**src/hba_pkg.sv**
```systemverilog
// Constants shared by the ISA host bus port and its input synchroniser.
// Assumes a single 40 MHz core clock; ISA pins are asynchronous to it.
`default_nettype none
package hba_pkg;
   // Core clock period and the shortest system reset pulse that counts
   localparam int CLK_PERIOD_NS = 25;
   localparam int RESET_MIN_NS = 40;
   localparam int RESET_MIN_CYC_I = (RESET_MIN_NS + CLK_PERIOD_NS - 1) / CLK_PERIOD_NS;
   localparam logic [2:0] RESET_MIN_CYC = RESET_MIN_CYC_I[2:0];
   // Bus widths
   localparam int ADDR_W = 16;
   localparam int DATA_W = 8;
   localparam int N_IRQ = 10;
   localparam int N_DMA = 4;
   // Address compare masks: full decode in auto mode, low eleven lines in manual mode
   localparam logic [15:0] AUTO_MASK = 16'hffff;
   localparam logic [15:0] MAN_MASK = 16'h07ff;
   // Serial channels span eight registers, the printer port four
   localparam logic [15:0] UART_SPAN_MASK = 16'hfff8;
   localparam logic [15:0] PP_SPAN_MASK = 16'hfffc;
   localparam logic [2:0] UART_REG_MASK = 3'h7;
   localparam logic [2:0] PP_REG_MASK = 3'h3;
   // Interrupt line select code meaning "not routed"
   localparam logic [3:0] IRQ_NONE = 4'hf;
   // Idle (reset) levels of the synchronised pin vector, high bit first:
   // man_b, iow_b, ior_b, aen, tc, dack_b[3:0], sys_reset, addr[15:0], data[7:0]
   localparam int SYNC_W = 34;
   // Strobes, acknowledges and MAN high; AEN, TC, reset, address and data low
   localparam logic [33:0] SYNC_IDLE = 34'h3_9e00_0000;
endpackage
`default_nettype wire

```
**src/hba_sync.sv**
```systemverilog
// Three-stage synchroniser for a vector of asynchronous ISA pins.
// Assumes the pins are quasi-static around each change; the output level
// only moves once the second and third stages agree.
`timescale 1ns/1ps
`default_nettype none
module hba_sync #(
   parameter int W = 8,
   parameter logic [W-1:0] IDLE = '0
) (
   input wire logic i_clk,
   input wire logic i_rst_b,
   input wire logic [W-1:0] i_pin,
   output logic [W-1:0] o_lvl
);
   logic [W-1:0] s1; // Meta stage, read only by s2
   logic [W-1:0] s2;
   logic [W-1:0] s3;

   // Each bit filters independently so a skewed bus settles bit by bit
   genvar b;
   generate
      for (b = 0; b < W; b = b + 1) begin : g_bit
         always_ff @(posedge i_clk or negedge i_rst_b) begin
            if (!i_rst_b) begin
               s1[b] <= IDLE[b];
               s2[b] <= IDLE[b];
               s3[b] <= IDLE[b];
               o_lvl[b] <= IDLE[b];
            end else begin
               s1[b] <= i_pin[b];
               s2[b] <= s1[b];
               s3[b] <= s2[b];
               // Accept a change only once two late stages agree
               if (s2[b] == s3[b]) begin
                  o_lvl[b] <= s3[b];
               end
            end
         end
      end
   endgenerate
endmodule
`default_nettype wire

```
**src/hba_port.sv**
```systemverilog
// ISA host bus port: address decode, register strobes, data bus drive,
// interrupt and DMA request routing, channel ready and system reset.
// Assumes base addresses and IRQ/DMA routing come from configuration logic
// on the same clock; serial channels return read data the cycle after O_RD_STB.
`timescale 1ns/1ps
`default_nettype none
module hba_port
   import hba_pkg::*;
#(
   parameter int AW = ADDR_W,
   parameter int DW = DATA_W,
   parameter int NI = N_IRQ,
   parameter int ND = N_DMA
) (
   input wire logic I_MCLK,
   input wire logic I_RST_B,
   input wire logic I_RESET,
   input wire logic I_MAN_B,
   input wire logic [AW-1:0] I_ADDR,
   input wire logic I_AEN,
   input wire logic I_IOR_B,
   input wire logic I_IOW_B,
   input wire logic [DW-1:0] I_DATA,
   output logic [DW-1:0] O_DATA,
   output logic O_DATA_OE,
   input wire logic I_CFG_DONE,
   input wire logic [AW-1:0] I_BASE_A,
   input wire logic [AW-1:0] I_BASE_B,
   input wire logic [AW-1:0] I_BASE_P,
   output logic O_SEL_A,
   output logic O_SEL_B,
   output logic O_SEL_P,
   output logic O_DMA_CYC,
   output logic [2:0] O_REG_ADDR,
   output logic O_RD_STB,
   output logic O_WR_STB,
   output logic [DW-1:0] O_WR_DATA,
   input wire logic [DW-1:0] I_RD_DATA_A,
   input wire logic [DW-1:0] I_RD_DATA_B,
   input wire logic [DW-1:0] I_RD_DATA_P,
   input wire logic I_INT_A,
   input wire logic I_INT_B,
   input wire logic I_INT_P,
   input wire logic [3:0] I_IRQ_SEL_A,
   input wire logic [3:0] I_IRQ_SEL_B,
   input wire logic [3:0] I_IRQ_SEL_P,
   output logic [NI-1:0] O_IRQ,
   output logic [NI-1:0] O_IRQ_OE,
   input wire logic I_DMA_EN,
   input wire logic [1:0] I_DMA_SEL,
   input wire logic I_PP_DREQ,
   output logic [ND-1:0] O_DREQ,
   output logic [ND-1:0] O_DREQ_OE,
   input wire logic [ND-1:0] I_DACK_B,
   input wire logic I_TC,
   output logic O_DMA_ACK,
   output logic O_TC_DONE,
   input wire logic I_PP_WAIT,
   output logic O_IOCHRDY,
   output logic O_IOCHRDY_OE,
   output logic O_SYS_CLR
);
   logic [SYNC_W-1:0] lvl; // Filtered pin levels
   logic [SYNC_W-1:0] lvl_d; // Previous filtered levels for edges
   logic [2:0] rst_cnt; // Length of the current system reset pulse
   logic rd_act; // A decoded read is in progress
   logic rd_oe_pend; // Read data to be captured this cycle, one cycle after O_RD_STB
   logic sys_clr; // System reset has been long enough

   // Filter every asynchronous pin through three stages
   hba_sync #(.W(SYNC_W), .IDLE(SYNC_IDLE)) u_sync (
      .i_clk(I_MCLK),
      .i_rst_b(I_RST_B),
      .i_pin({I_MAN_B, I_IOW_B, I_IOR_B, I_AEN, I_TC, I_DACK_B, I_RESET, I_ADDR, I_DATA}),
      .o_lvl(lvl)
   );

   // Field views of the filtered vector
   wire [DW-1:0] data_lvl = lvl[7:0];
   wire [AW-1:0] addr_lvl = lvl[23:8];
   wire rst_lvl = lvl[24];
   wire [ND-1:0] dack_b_lvl = lvl[28:25];
   wire tc_lvl = lvl[29];
   wire aen_lvl = lvl[30];
   wire ior_lvl = lvl[31];
   wire iow_lvl = lvl[32];
   wire man_mode = ~lvl[33];

   // Strobe edges on the filtered levels
   wire ior_fall = lvl_d[31] & ~ior_lvl;
   wire ior_rise = ~lvl_d[31] & ior_lvl;
   wire iow_rise = ~lvl_d[32] & iow_lvl;
   wire tc_rise = ~lvl_d[29] & tc_lvl;

   // Address decode; manual mode ignores A11-A15 so standard PC bases alias
   wire [AW-1:0] dec_mask = man_mode ? MAN_MASK : AUTO_MASK;
   wire cfg_ok = man_mode | I_CFG_DONE;
   wire io_ok = cfg_ok & ~aen_lvl;
   wire dec_a = (((addr_lvl ^ I_BASE_A) & dec_mask & UART_SPAN_MASK) == '0);
   wire dec_b = (((addr_lvl ^ I_BASE_B) & dec_mask & UART_SPAN_MASK) == '0);
   wire dec_p = (((addr_lvl ^ I_BASE_P) & dec_mask & PP_SPAN_MASK) == '0);

   // DMA acknowledge of the selected channel; the host drives it
   wire dack_sel = I_DMA_EN & ~dack_b_lvl[I_DMA_SEL];
   wire dma_cyc = aen_lvl & dack_sel;
   // Channel A wins an overlapping base so only one target ever answers
   wire hit_a = io_ok & dec_a;
   wire hit_b = io_ok & dec_b & ~dec_a;
   wire hit_p = (io_ok & dec_p & ~dec_a & ~dec_b) | dma_cyc;
   wire hit = hit_a | hit_b | hit_p;
   // Printer uses two register bits, a DMA cycle always hits its data port
   wire [2:0] reg_sel = dma_cyc ? 3'h0 : addr_lvl[2:0] & (hit_p ? PP_REG_MASK : UART_REG_MASK);
   // Read data mux; bit 0 stays bit 0 end to end
   wire [DW-1:0] rd_mux = O_SEL_A ? I_RD_DATA_A : (O_SEL_B ? I_RD_DATA_B : I_RD_DATA_P);
   // Wait states only while the parallel port owns an open cycle
   wire wait_now = I_PP_WAIT & O_SEL_P & (~ior_lvl | ~iow_lvl) & ~sys_clr;

   // Edge history
   always_ff @(posedge I_MCLK or negedge I_RST_B) begin
      if (!I_RST_B) begin
         lvl_d <= SYNC_IDLE;
      end else begin
         lvl_d <= lvl;
      end
   end

   // System reset pin: a pulse shorter than the minimum is treated as a glitch
   always_ff @(posedge I_MCLK or negedge I_RST_B) begin
      if (!I_RST_B) begin
         rst_cnt <= 3'h0;
         sys_clr <= 1'b0;
      end else begin
         rst_cnt <= (rst_lvl && rst_cnt != RESET_MIN_CYC) ? rst_cnt + 3'h1 : (rst_lvl ? rst_cnt : 3'h0);
         sys_clr <= rst_lvl & (rst_cnt + 3'h1 >= RESET_MIN_CYC);
      end
   end

   // Register access strobes, target select and register address
   always_ff @(posedge I_MCLK or negedge I_RST_B) begin
      if (!I_RST_B) begin
         {O_SEL_A, O_SEL_B, O_SEL_P, O_DMA_CYC} <= 4'h0;
         O_REG_ADDR <= 3'h0;
         O_RD_STB <= 1'b0;
         O_WR_STB <= 1'b0;
         O_WR_DATA <= '0;
      end else if (sys_clr) begin
         {O_SEL_A, O_SEL_B, O_SEL_P, O_DMA_CYC} <= 4'h0;
         O_RD_STB <= 1'b0;
         O_WR_STB <= 1'b0;
      end else begin
         O_RD_STB <= ior_fall & hit;
         O_WR_STB <= iow_rise & hit;
         if ((ior_fall | iow_rise) & hit) begin
            {O_SEL_A, O_SEL_B, O_SEL_P, O_DMA_CYC} <= {hit_a, hit_b, hit_p, dma_cyc};
            O_REG_ADDR <= reg_sel;
         end
         if (iow_rise & hit) begin
            O_WR_DATA <= data_lvl;
         end
      end
   end

   // Data bus drive: only from two cycles after O_RD_STB until the read strobe rises
   always_ff @(posedge I_MCLK or negedge I_RST_B) begin
      if (!I_RST_B) begin
         rd_act <= 1'b0;
         rd_oe_pend <= 1'b0;
         O_DATA <= '0;
         O_DATA_OE <= 1'b0;
      end else if (sys_clr || ior_rise) begin
         rd_act <= 1'b0;
         rd_oe_pend <= 1'b0;
         O_DATA_OE <= 1'b0;
      end else begin
         // Targets answer the cycle after their strobe, so capture one cycle later
         rd_oe_pend <= O_RD_STB;
         if (ior_fall & hit) begin
            rd_act <= 1'b1;
         end
         if (rd_oe_pend) begin
            O_DATA <= rd_mux;
            O_DATA_OE <= rd_act;
         end
      end
   end

   // Interrupt lines: a line drives only when some source is routed to it
   genvar i;
   generate
      for (i = 0; i < NI; i = i + 1) begin : g_irq
         wire use_a = (I_IRQ_SEL_A == 4'(i));
         wire use_b = (I_IRQ_SEL_B == 4'(i));
         wire use_p = (I_IRQ_SEL_P == 4'(i));
         always_ff @(posedge I_MCLK or negedge I_RST_B) begin
            if (!I_RST_B) begin
               O_IRQ[i] <= 1'b0;
               O_IRQ_OE[i] <= 1'b0;
            end else begin
               O_IRQ[i] <= ~sys_clr & ((use_a & I_INT_A) | (use_b & I_INT_B) | (use_p & I_INT_P));
               O_IRQ_OE[i] <= ~sys_clr & (use_a | use_b | use_p);
            end
         end
      end
      // DMA request lines; unselected lines float onto their pull-downs
      for (i = 0; i < ND; i = i + 1) begin : g_dreq
         wire own = I_DMA_EN & (I_DMA_SEL == 2'(i));
         always_ff @(posedge I_MCLK or negedge I_RST_B) begin
            if (!I_RST_B) begin
               O_DREQ[i] <= 1'b0;
               O_DREQ_OE[i] <= 1'b0;
            end else begin
               O_DREQ[i] <= ~sys_clr & own & I_PP_DREQ;
               O_DREQ_OE[i] <= ~sys_clr & own;
            end
         end
      end
   endgenerate

   // Acknowledge, terminal count and channel ready
   always_ff @(posedge I_MCLK or negedge I_RST_B) begin
      if (!I_RST_B) begin
         O_DMA_ACK <= 1'b0;
         O_TC_DONE <= 1'b0;
         O_IOCHRDY <= 1'b1;
         O_IOCHRDY_OE <= 1'b0;
         O_SYS_CLR <= 1'b0;
      end else begin
         O_DMA_ACK <= ~sys_clr & dack_sel;
         O_TC_DONE <= ~sys_clr & tc_rise & dack_sel;
         O_IOCHRDY <= ~wait_now;
         O_IOCHRDY_OE <= wait_now;
         O_SYS_CLR <= sys_clr;
      end
   end
endmodule
`default_nettype wire

```
**config.mk**
```make
export PLATFORM = sky130hd
export DESIGN_NAME = hba_port
export DESIGN_NICKNAME = d
export VERILOG_FILES = /design/src/hba_pkg.sv /design/src/hba_sync.sv /design/src/hba_port.sv
export SDC_FILE = /design/constraint.sdc
export NUM_CORES = 1
export LEC_CHECK = 0
export BUFFER_PORTS_ARGS = -buffer_cell sky130_fd_sc_hd__buf_2
export CAP_MARGIN = 20
export CORE_MARGIN = 3
export CORE_UTILIZATION = 47
export DETAILED_ROUTE_END_ITERATION = 10
export PLACE_DENSITY = 0.75
export SLEW_MARGIN = 20
export SYNTH_ARGS = -nofsm -noshare
export SYNTH_HDL_FRONTEND = slang
export SYNTH_SLANG_ARGS = --single-unit
```
**constraint.sdc**
```tcl
create_clock -name I_MCLK -period 2 [get_ports I_MCLK]
set_clock_uncertainty 0.05 [all_clocks]
set_input_delay 0.4 -clock I_MCLK [delete_from_list [all_inputs] [get_ports I_MCLK]]
set_output_delay 0.4 -clock I_MCLK [all_outputs]
set_load 0.005 [all_outputs]
```
After elaboration in Yosys (flattened, before gate mapping)
Cells that the tools add are included.

storage, ports and cells
  input port bits = 129
  output and inout port bits = 59
  bits in registers = 234

cells by class
  equality and inequality tests = 66
  reductions and logical operators = 15
  muxes and demuxes = 24
  bitwise gates (word level) = 151
  order comparisons = 2
  add/sub/neg operators = 1

operators by type and width
  kind                   number
  $and A1 B1 Y1          85
  $and A16 B16 Y16       3
  $eq A4 B3 Y1 const B   12
  $logic_not A16 Y1      3
  $xor A16 B16 Y16       3
  $or A1 B1 Y1           46
  $eq A1 B1 Y1           34
  $eq A4 B2 Y1 const B   6
  $eq A4 B4 Y1 const B   6
  $mux W1                16
  $mux W16               1
  $mux W8                2
  $not A1 Y1             13
  $eq A4 B1 Y1 const B   3
  $logic_not A4 Y1       3
  $mux W3                4
  $reduce_and A2 Y1      3
  $reduce_bool A2 Y1     3
  $eq A2 B2 Y1 const B   2
  $add A3 B1 Y3 const B  1
  $and A3 B3 Y3          1
  $ge A3 B2 Y1 const B   1
  $lt A2 B3 Y1 const B   1
  $ne A3 B2 Y1 const B   1
  other kinds (6)        6

Depth between registers and ports, before layout
Gate-level depths: netlist (run 1).

  depth after elaboration = 11
  mapped depth = 7
  depth with buffers taken out = 6

Cells and area by module
Synthesis (run 1) repeated with hierarchy kept, for this count alone.

unflattened totals
  cell total of the unflattened synthesis = 528
  area total of the unflattened synthesis = 7402.1 um2

by module, submodules not included
  module    area each (um2)  instances  cells each
  hba_sync  3821.2           1          170
  hba_port  3580.9           1          358

Worst setup path before layout (run 1)
Ideal clock, no wire load.

  path type = reg-to-reg
  start = register u_sync.o_lvl[32]
  end = register O_SEL_B
  required time = 1822 ps
  stages on the path, launching flop included = 7
  arrival = 1900 ps
  slack = -78 ps
  cells stage by stage = dfstp_2 > nor2b_1 > o221ai_1 > or2_2 > o31a_1 > o21ai_1 > mux2_1

on the way
  longest elaborated chain between the ends = 4

RTL lines
  what                              line             text
  start: declaration                hba_sync.sv:13   output logic [W-1:0] o_lvl
  start signal: indexed assignment  hba_sync.sv:28   o_lvl[b] <= IDLE[b];
  start signal: indexed assignment  hba_sync.sv:35   o_lvl[b] <= s3[b];
  $and A1 B1 Y1                     hba_port.sv:92   wire iow_rise = ~lvl_d[32] & iow_lvl;
  $or A1 B1 Y1                      hba_port.sv:153  if ((ior_fall | iow_rise) & hit) begin
  $and A1 B1 Y1                     hba_port.sv:153
  $reduce_bool A2 Y1 (no line)      n/a
  end signal: assignment            hba_port.sv:154  {O_SEL_A, O_SEL_B, O_SEL_P, O_DMA_CYC} <= {hit_a, hit_b, hit_p, dma_cyc};
  end: declaration                  hba_port.sv:31   output logic O_SEL_B,

Every way passes these cells.
A chain may end at the register's enable or synchronous reset.

Worst setup path in the final report (run 1)
  start = register u_sync.o_lvl[13]
  end = register O_WR_DATA[6]

on the way
  longest elaborated chain between the ends = 10
  elaborated cells between the ends (all ways) = 22
  those cells by class = 18 x bitwise; 4 x reduce/logical

RTL lines
  what                                                line                              text
  $xor A16 B16 Y16 (on tied branches)                 hba_port.sv:101, hba_port.sv:99
  $and A16 B16 Y16 (on tied branches)                 hba_port.sv:101, hba_port.sv:99
  $logic_not A16 Y1 (on tied branches)                hba_port.sv:101, hba_port.sv:99
  $and A1 B1 Y1 / $not A1 Y1 (equally long branches)  hba_port.sv:109, hba_port.sv:108
  $and A1 B1 Y1 (2 in series)                         hba_port.sv:109                   wire hit_p = (io_ok & dec_p & ~dec_a & ~dec_b) | dma_cyc;
  $or A1 B1 Y1                                        hba_port.sv:109
  $or A1 B1 Y1 (*)                                    hba_port.sv:110                   wire hit = hit_a | hit_b | hit_p;
  $and A1 B1 Y1 (*)                                   hba_port.sv:157                   if (iow_rise & hit) begin
  $reduce_and A2 Y1 (no line) (*)                     n/a
  end signal: assignment                              hba_port.sv:158                   O_WR_DATA <= data_lvl;
  end: declaration                                    hba_port.sv:37                    output logic [DW-1:0] O_WR_DATA,

Mark *: on every way between the ends. The rest lies on a longest branch, timed or not.

==> metrics.yaml, run 1 <==
outcome:
  status: "finished with violations"
  violations: "negative setup slack"
sta:
  fmax_mhz: 444.2
  drv_slew: 0
  finalHoldViolCount: 0
  tns_ps: -2739
  worst_slew_pin_slew_ps: 649.3
  rsz0062_at_grt: "true"
  slew_headroom_pct: 56.62
  setup_viol: 16
  finalWorstSetupSlack_ps: -251.5
  whs_ps: 107.3
  layout_worst_path_cycle_share_pct: 112.6
  fin_crit_ps: 2251
synth:
  async_reset_ff_share_pct: 100.0
  synth_edf_count: 0
  synth_area_per_cell_um2: 14.07
  synthesis.nets: 659
  synth_ff_type: "dfrtp_1"
  ys_ff_latch: 204
  ys_types: 51
  yosys_warnings: 0
  syn_area_mm2: 0.007416
  ys_seq_area_share_pct: 69.36
  syn_inst: 527
clock_tree:
  numCtsBuffers: 21
  clockBufferDepth: 3
  clock_latency_ps: 480
  htree_num_levels: 1
  cts_tree: "built"
  clock_tree.root_cell: "clkbuf_16"
  path_clk_slew_ps: 60
  clock_sinks: 204
worst_setup_path:
  critPathArrivalTime_ps: 2560
  crit_end: "O_WR_DATA[6]$_DFFE_PN0P_"
  r2r-start: "u_sync.o_lvl[13]$_DFFE_PN0N_"
  startpoint: "u_sync.o_lvl[13]$_DFFE_PN0N_"
  cp.required_ps: 2310
  crit_type: "reg -> reg"
  r2r_cells: 7
  cp-start-kind: "flop"
  r2r_end: "O_WR_DATA[6]$_DFFE_PN0P_"
  cp-end-kind: "flop"
  path_max_fanout: 9
  reg2reg_setup_slack_ps: -250
floorplan:
  rows: 45
  die_w_um: 131.6
  start_util_pct: 48.42
  die_h_um: 131.6
  fp.coreArea_mm2: 0.01531
  num_io_pins: 188
  dieArea_mm2: 0.01732
layout:
  nets: 929
  layout_commonest_cell: "buf_2"
  layout_common_cells: "buf_2, dfrtp_1, dlygate4sd3_1, buf_4, maj3_1"
  area_growth_pct: 36.36
  antennaDiodeCount: 0
  drive_gt1_share_pct: 39.21
placed_design:
  dp_hpwl_um: 11410
  place_congestion: 0.8398
  portBuffers: 179
global_routing:
  grt_pass1_vias: 5642
  grt_overflow: 0
  grt_usage_pct: 19.07
  grt_max_degree: 56
  antenna_found_initial: 0
  grt_pass1_wl_um: 27330
job:
  drv_cap: 0
drt:
  first_pass_iters: 5
  drt_iter0_markers: 345
  postRouteAntennaNets: 0
  wire_per_inst_um: 16.15
  finalWirelength_um: 16510
  drc_errors: 0
  avgViaCountPerCell: 5.014
  vias: 5124
power_and_ir_drop:
  netSwitchingPower_mw: 2.624
  power_density_mw_per_mm2: 1070
  power.share.clock_pct: 39.2
  leakage_nw: 4.712
  power_frac_seq_pct: 45.4
  switching_share_pct: 24.24
  internal_power_mw: 8.201
  pwr-share-comb_pct: 15.4
  ir_drop_v: 0.0007049
min_path:
  holdCritPathClass: "in -> reg"
metal layers:
layer | track usage [%] | vias to the layer above | wire length [um]
met4 | 8.110 | 0 | 609
met1 | 23.30 | 2482 | 6602
met2 | 32.75 | 211 | 8217
met5 | 0 | - | 0
li1 | - | 2367 | -
met3 | 4.211 | 64 | 1079
synthesized netlist by cell type, drive strengths merged (9+ instances only):
cell / number / share of area [%]
xor2: 22 / 2.6
nor2b: 18 / 1.5
nand2: 30 / 1.5
o21ai: 10 / 0.67
mux2i: 11 / 1.5
dfrtp: 173 / 58
nand3: 20 / 1.3
inv: 12 / 0.61
dfstp: 31 / 11
clkbuf: 9 / 0.46
a21oi: 25 / 1.7
xnor2: 20 / 2.4
maj3: 34 / 4.6
nor2: 23 / 1.2
mux2: 9 / 1.8
state kept, by name, summed over array words and instances, names as in the netlist, 3 cells and up:
register	flops
u_sync.s3	34
O_DREQ	4
O_WR_DATA	8
u_sync.s2	34
lvl_d	3
u_sync.s1	34
u_sync.o_lvl	34
O_IRQ	10
O_DREQ_OE	4
O_DATA	8
O_IRQ_OE	10
rst_cnt	3
O_REG_ADDR	3
power groups by stage:
stage               clock network [mW]  logic (mW)  registers (mW)
CTS                               4.34        1.66            4.92
global route                      4.52        1.84            4.97
floorplan                            0       0.717            4.97
finish                            4.24        1.67            4.92
global placement                     0        1.51            4.95
detailed placement                   0        1.58            4.98
through the flow:
| stage | cell area (um2) | worst slack, ps | std cells | utilization, % | total power [mW] |
|---|---|---|---|---|---|
| 2_1_floorplan | 7422 | -55.65 | 527 | - | 5.688 |
| 3_3_place_gp | 8889 | -335.9 | 946 | 58.04 | 6.459 |
| 3_5_place_dp | 8889 | -341.6 | 946 | 58.04 | 6.560 |
| 4_1_cts | 10090 | -227.7 | 1021 | 65.89 | 10.93 |
| 5_1_grt | 10110 | -290.1 | 1022 | 66.03 | 11.33 |
| 6_report | 10110 | -251.5 | 1022 | 66.03 | 10.83 |
worst min path at each step:
stage,startpoint,end,depth (start not counted),slack (ps)
2_1_floorplan,I_RST_B,O_DATA[0]$_DFFE_PN0P_,0,50
3_3_place_gp,u_sync.s1[7]$_DFF_PN0_,u_sync.s2[7]$_DFF_PN0_,0,280
3_5_place_dp,u_sync.s1[2]$_DFF_PN0_,u_sync.s2[2]$_DFF_PN0_,0,280
4_1_cts,I_PP_DREQ,O_DREQ[1]$_DFF_PN0_,2,80
5_1_grt,I_PP_DREQ,O_DREQ[1]$_DFF_PN0_,2,90
6_report,I_PP_DREQ,O_DREQ[1]$_DFF_PN0_,2,110
cell families (layout without fill, tap and decap cells):
logic type | after synthesis | after routing | share of synthesized area (%)
compound gates | 73 | 73 | 6.867
xor+xnor | 42 | 42 | 4.960
fa+ha+maj | 37 | 37 | 5.095
buf+inv | 22 | 306 | 1.215
flops | 204 | 204 | 69.36
mux | 21 | 21 | 3.560
simple gates | 128 | 128 | 8.942
area by class of cell:
class                           count  area [um2]
Fill cell                        1093        5202
Sequential cell                   204        5145
Multi-Input combinational cell    301        2248
Timing Repair Buffer              257        1643
Clock buffer                       27       588.1
Tap cell                          211       264.0
Clock inverter                     10       178.9
Inverter                           12       45.04
worst max-delay path, cell delays in order (launching register included):
cell and delay [ps]:
dfrtp_1 390, xor2_1 140, nor4_1 300, nand3_1 190
o41a_1 350, o22a_1 230, buf_12 160, mux2_4 300
what timing repair did:
item | CTS | global route
setup buffers | 3 | 1
hold buffers | 35 | 0
hold endpoints to repair | 76 | 0
cloned | 0 | 0
gates resized for setup | 14 | 4
pin swaps | 13 | 4
endpoints found under the setup margin | 17 | 17
Power figures use the tool's default switching activity.
==> run 2: changes to the inputs <==
--- a/config.mk
+++ b/config.mk
@@ -10,8 +10,10 @@
 export CORE_MARGIN = 3
 export CORE_UTILIZATION = 47
 export DETAILED_ROUTE_END_ITERATION = 10
+export GPL_TIMING_DRIVEN = 0
 export PLACE_DENSITY = 0.75
 export SLEW_MARGIN = 20
 export SYNTH_ARGS = -nofsm -noshare
 export SYNTH_HDL_FRONTEND = slang
 export SYNTH_SLANG_ARGS = --single-unit
+export TNS_END_PERCENT = 1
==> run 2 against run 1 <==
Compared with the run above: the flow still finishes with violations (negative setup slack); critical path depth increased by 1; setup slack got worse by 29 ps; combinational power decreased by 6%; highest routed layer unchanged.
==> metrics.yaml, run 2 (synthesis gave the netlist of run 1 again) <==
global_routing:
  grtUsageMet2_pct: 31.83  # -0.92 points
  use_met3_pct: 5.054  # +0.84 points
  grt_overflow: 0  # unchanged
  grt_pass1_vias: 5298  # -6.1%
  grt_max_degree: 111  # +98%
  antenna_found_initial: 0  # unchanged
  grt_usage_pct: 18.41  # -0.66 points
  grt-busiest-layer: "met2"
  use_met1_pct: 22.75  # -0.55 points
  grt_pass1_wl_um: 26190  # -4.2%
min_path:
  holdCritPathClass: "in -> reg"
  hp-start: "I_PP_DREQ"
power_and_ir_drop:
  power_frac_seq_pct: 46.9  # +1.5 points
  netSwitchingPower_mw: 2.628  # +0.14%
  internal_power_mw: 7.934  # -3.2%
  switching_share_pct: 24.88  # +0.64 points
  leakage_nw: 4.543  # -3.6%
  pwr-share-comb_pct: 14.9  # -0.5 points
  power.share.clock_pct: 38.2  # -1.0 points
  ir_drop_v: 0.0006752  # -4.2%
  power_density_mw_per_mm2: 1070  # about the same
placed_design:
  place_congestion: 0.8353  # -0.54%
  dpl.cell_count: 917  # -3.1%
  dpl_worst_slack_ps: -458.4  # -116.8 ps
  dp_hpwl_um: 11220  # -1.6%
  portBuffers: 178  # -0.56%
clock_tree:
  htree_num_levels: 1  # unchanged
  numCtsBuffers: 22  # +4.8%
  clock_latency_ps: 490  # about the same
  clock_tree.root_cell: "clkbuf_16"
  clock_sinks: 204  # unchanged
  path_clk_slew_ps: 60  # about the same
  cts_tree: "built"
  clockBufferDepth: 3  # unchanged
sta:
  layout_worst_path_cycle_share_pct: 114.0  # +1.5 points
  slew_headroom_pct: 54.41  # -2.2 points
  setup_viol: 13  # -3
  finalHoldViolCount: 0  # unchanged
  finalWorstSetupSlack_ps: -280.6  # -29.13 ps
  tns_ps: -2748  # -8.730 ps
  worst_slew_pin_slew_ps: 683.9  # +34.52 ps
  rsz0062_at_grt: "true"
  fin_crit_ps: 2281  # +29.13 ps
  whs_ps: 104.2  # -3.121 ps
  fmax_mhz: 438.5  # -1.3%
  drv_slew: 0  # unchanged
floorplan:
  start_util_pct: 48.42  # unchanged
  fp.coreArea_mm2: 0.01531  # unchanged
  die_h_um: 131.6  # unchanged
  dieArea_mm2: 0.01732  # unchanged
  num_io_pins: 188  # unchanged
  rows: 45  # unchanged
  die_w_um: 131.6  # unchanged
worst_setup_path:
  cp.required_ps: 2320  # about the same
  path_max_fanout: 9  # unchanged
  cp-end-kind: "flop"
  startpoint: "u_sync.o_lvl[19]$_DFFE_PN0N_"
  crit_slowest_cell: "dfrtp_2"
  critPathArrivalTime_ps: 2600  # +40 ps
  cp_slowest_stage_delay_ps: 430  # +40 ps
  cp-start-kind: "flop"
  r2r-start: "u_sync.o_lvl[19]$_DFFE_PN0N_"
  crit_type: "reg -> reg"
  path_cells: "xnor2_2, nand2_1, o41ai_4, buf_4, a32oi_4, o22a_1, buf_6, mux2_4"
drt:
  avgViaCountPerCell: 4.997  # -0.33%
  drt_iter0_markers: 244  # -29%
  finalWirelength_um: 16290  # -1.3%
  drc_errors: 0  # unchanged
  first_pass_iters: 4  # -1
  wire_per_inst_um: 16.29  # +0.83%
  postRouteAntennaNets: 0  # unchanged
  vias: 4997  # -2.5%
layout:
  layout_common_cells: "buf_2, dfrtp_1, dlygate4sd3_1, maj3_1, dfstp_2"
  drive_gt1_share_pct: 36.63  # -2.6 points
  layout_commonest_cell: "buf_2"
  antennaDiodeCount: 0  # unchanged
  final_cell_count_no_fill: 1000  # -2.2%
  nets: 905  # -2.6%
  area_growth_pct: 33.12
outcome:
  violations: "negative setup slack"
  status: "finished with violations"
job:
  drv_cap: 0  # unchanged
==> run 2: cell count changes in the layout (fill, tap and decap cells not counted), sizes merged <==
cell,previous run,this run
clkbuf,28,41
clkinvlp,0,1
bufinv,5,2
buf,221,188
==> run 2: layout make-up <==
class | instances | area [um2]
clock buffers | 32 | 649.4
flip-flops and latches | 204 | 5150
multi-input cells | 301 | 2283
repair buffers | 222 | 1339
inverters | 12 | 45.04
fillers | 1145 | 5443
clock inverters | 8 | 96.34
plain buffers | 10 | 45.04
well taps | 211 | 264.0
==> run 2: path summary, 6_finish.rpt <==
check                      cells past startpoint  slack [ps]                      endpoint
min                                            2         100           O_DREQ[1]$_DFF_PN0_
min in group asynchronous                      2         470      O_WR_DATA[7]$_DFFE_PN0P_
max reg2reg                                    8        -280      O_WR_DATA[5]$_DFFE_PN0P_
max in group asynchronous                      3         450  u_sync.o_lvl[20]$_DFFE_PN0N_
max                                            8        -280      O_WR_DATA[5]$_DFFE_PN0P_
min reg2reg                                    0         290       u_sync.s2[21]$_DFF_PN0_
==> run 2: repair_timing <==
action | in CTS | in global routing
hold buffers | 35 | 0
pin swaps | 8 | 6
endpoints found under the setup margin | 18 | 19
endpoints found under the hold margin | 127 | 0
resized for setup | 10 | 10
setup buffers | 4 | 4
==> run 2: power groups by stage <==
| stage | Clock, mW | Sequential [mW] | Combinational [mW] |
|---|---|---|---|
| after CTS | 4.15 | 4.96 | 1.56 |
| after global placement | 0 | 4.99 | 1.39 |
| final | 4.04 | 4.95 | 1.57 |
| after global routing | 4.32 | 5.01 | 1.74 |
| after floorplan | 0 | 4.97 | 0.717 |
| after detailed placement | 0 | 5.02 | 1.45 |
==> run 2: critical path, delay by kind of cell, from the launching register on <==
kind                      cells  cell delay, ps
DFF                           1             430
muxes                         1             300
xor gates and xnor gates      1             170
and+or+nand+nor               1             110
AOI/OAI and AO/OA             3             740
buffers and inverters         2             360
==> run 2: per-stage QoR <==
| stage | total power [mW] | util, % | area [um2] |
|---|---|---|---|
| finish | 10.56 | 64.46 | 9872 |
| floorplan | 5.688 | - | 7422 |
| global route | 11.08 | 64.46 | 9872 |
| CTS | 10.67 | 64.00 | 9801 |
| global placement | 6.377 | 56.00 | 8577 |
| detailed placement | 6.471 | 56.25 | 8615 |
==> run 2: per-layer routing <==
metal,part of all wire (%),up-vias
li1,-,2316
met1,41,2470
met2,51,183
met3,6.5,28
met4,2.3,0
met5,0,-
==> run 3: changes to the inputs <==
--- a/config.mk
+++ b/config.mk
@@ -7,11 +7,12 @@
 export LEC_CHECK = 0
 export BUFFER_PORTS_ARGS = -buffer_cell sky130_fd_sc_hd__buf_2
 export CAP_MARGIN = 20
-export CORE_MARGIN = 3
+export CORE_MARGIN = 5
 export CORE_UTILIZATION = 47
 export DETAILED_ROUTE_END_ITERATION = 10
 export GPL_TIMING_DRIVEN = 0
 export PLACE_DENSITY = 0.75
+export SETUP_SLACK_MARGIN = 0.3
 export SLEW_MARGIN = 20
 export SYNTH_ARGS = -nofsm -noshare
 export SYNTH_HDL_FRONTEND = slang
==> run 3 against run 2 <==
Compared with the run above: the run still ends with negative setup slack left; design area decreased by 0.15%; maximum frequency decreased by 2.0%; die area increased by 6.2%; first-iteration DRC count increased by 68%.
==> metrics.yaml, run 3 (synthesis gave the netlist of run 1 again) <==
drt:
  postRouteAntennaNets: 0  # unchanged
  first_pass_iters: 6  # +2
  drc_errors: 0  # unchanged
  vias: 4967  # -0.60%
  finalWirelength_um: 16220  # -0.39%
  drt_iter0_markers: 410  # +68%
  avgViaCountPerCell: 4.957  # -0.80%
  wire_per_inst_um: 16.19  # -0.59%
power_and_ir_drop:
  leakage_nw: 4.528  # -0.33%
  p_total_mw: 10.48  # -0.74%
  ir_drop_v: 0.0006486  # -3.9%
  power_density_mw_per_mm2: 1064  # -0.59%
floorplan:
  start_util_pct: 47.37  # -1.1 points
  rows: 46  # +2.2%
  die_w_um: 135.6  # +3.0%
  num_io_pins: 188  # unchanged
  fp.coreArea_mm2: 0.01566  # +2.2%
  dieArea_mm2: 0.01839  # +6.2%
  die_h_um: 135.6  # +3.0%
clock_tree:
  clock_latency_ps: 490  # about the same
  clock_tree.root_cell: "clkbuf_16"
  clock_sinks: 204  # unchanged
  htree_num_levels: 1  # unchanged
  path_clk_slew_ps: 60  # about the same
  cts_tree: "built"
  numCtsBuffers: 21  # -4.5%
  clockBufferDepth: 3  # unchanged
sta:
  slew_headroom_pct: 63.26  # +8.9 points
  finalHoldViolCount: 0  # unchanged
  worst_slew_pin_slew_ps: 551.0  # -132.8 ps
  setup_viol: 16  # +3
  fin_crit_ps: 2327  # +46.83 ps
  rsz0062_at_grt: "true"
  finalWorstSetupSlack_ps: -327.4  # -46.83 ps
  drv_slew: 0  # unchanged
  layout_worst_path_cycle_share_pct: 116.4  # +2.3 points
  fmax_mhz: 429.7  # -2.0%
layout:
  nets: 902  # -0.33%
  layout_common_cells: "buf_2, dfrtp_1, dlygate4sd3_1, maj3_1, dfstp_2"
  final_area_mm2: 0.009857  # -0.15%
  layout_commonest_cell: "buf_2"
  area_growth_pct: 32.92
  n_fill_cell: 1181  # +3.1%
  drive_gt1_share_pct: 37.32  # +0.70 points
global_routing:
  grt_pass1_vias: 5369  # +1.3%
  grt_usage_pct: 17.53  # -0.88 points
  grt_max_degree: 104  # -6.3%
  antenna_found_initial: 1  # +1
  grt_overflow: 0  # unchanged
  grt_pass1_wl_um: 26050  # -0.53%
min_path:
  holdCritPathClass: "in -> reg"
placed_design:
  place_congestion: 0.8893  # +6.5%
  dp_hpwl_um: 11540  # +2.8%
  place_area_mm2: 0.008621  # about the same
  portBuffers: 178  # unchanged
outcome:
  status: "finished with violations"
  violations: "negative setup slack"
job:
  drv_cap: 0  # unchanged
worst_setup_path:
  path_max_fanout: 9  # unchanged
  critPathArrivalTime_ps: 2640  # +40 ps
  cp-end-kind: "flop"
  cp-start-kind: "flop"
  reg2reg_setup_slack_ps: -330  # -50 ps
  crit_type: "reg -> reg"
  cp.required_ps: 2320  # about the same
-- run 3: repair_timing --
action / in CTS / in global routing
gates resized for setup: 17 / 13
gates cloned: 0 / 0
setup buffers: 6 / 0
endpoints found under the setup margin: 37 / 93
pin swaps: 15 / 3
endpoints found under the hold margin: 127 / 0
hold buffers: 35 / 0
-- run 3: layout make-up --
class	count	area [um2]	area share, %
antenna	1	2.502	0.02539
clock inverter	11	141.4	1.434
multi-input combinational	301	2290	23.23
sequential	204	5151	52.26
inverter	12	45.04	0.4570
timing repair buffer	220	1329	13.48
clock buffer	27	578.1	5.864
buffer	10	50.05	0.5077
tap	216	270.3	2.742
-- run 3: path summary, 6_finish.rpt --
check | start | to | depth (start not counted)
max | u_sync.o_lvl[16]$_DFFE_PN0N_ | O_WR_DATA[0]$_DFFE_PN0P_ | 7
min | I_PP_DREQ | O_DREQ[1]$_DFF_PN0_ | 2
max reg2reg | u_sync.o_lvl[16]$_DFFE_PN0N_ | O_WR_DATA[0]$_DFFE_PN0P_ | 7
min reg2reg | u_sync.s1[17]$_DFF_PN0_ | u_sync.s2[17]$_DFF_PN0_ | 0
max in group asynchronous | I_RST_B | u_sync.s3[4]$_DFF_PN0_ | 3
min in group asynchronous | I_RST_B | O_DREQ[0]$_DFF_PN0_ | 2
-- run 3: worst max-delay path, cell delays in order (launching register included) --
cell,delay [ps]
dfrtp_2,430
xor2_1,160
nor4_2,310
nand3_1,190
o41a_1,350
o22a_1,240
buf_6,170
mux2_4,310
-- run 3: routing by layer --
metal | global-route usage, % | vias to the layer above | part of all wire, %
li1 | - | 2322 | -
met1 | 21.47 | 2417 | 38
met2 | 30.48 | 193 | 51
met3 | 4.681 | 35 | 8.3
met4 | 5.375 | 0 | 2.0
met5 | 0 | - | 0
-- run 3: per-stage QoR --
step / cells / setup TNS (ps) / worst slack (ps) / utilization (%) / hold slack, ps
global route: 1002 / -4929 / -414.0 / 62.96 / 90.19
finish: 1002 / -3297 / -327.4 / 62.96 / 116.9
floorplan: 527 / -494.5 / -55.65 / - / 54.41
global placement: 921 / -491030 / -2564 / 54.83 / 282.3
detailed placement: 922 / -5886 / -458.8 / 55.07 / 284.7
CTS: 1001 / -2967 / -315.9 / 62.66 / 90.91
-- run 3: where the power goes --
part / total, mW / internal, mW / switching, mW
clock: 3.97 / 2.44 / 1.54
combinational: 1.55 / 0.783 / 0.771
sequential: 4.96 / 4.64 / 0.316
total: 10.5 / 7.86 / 2.62
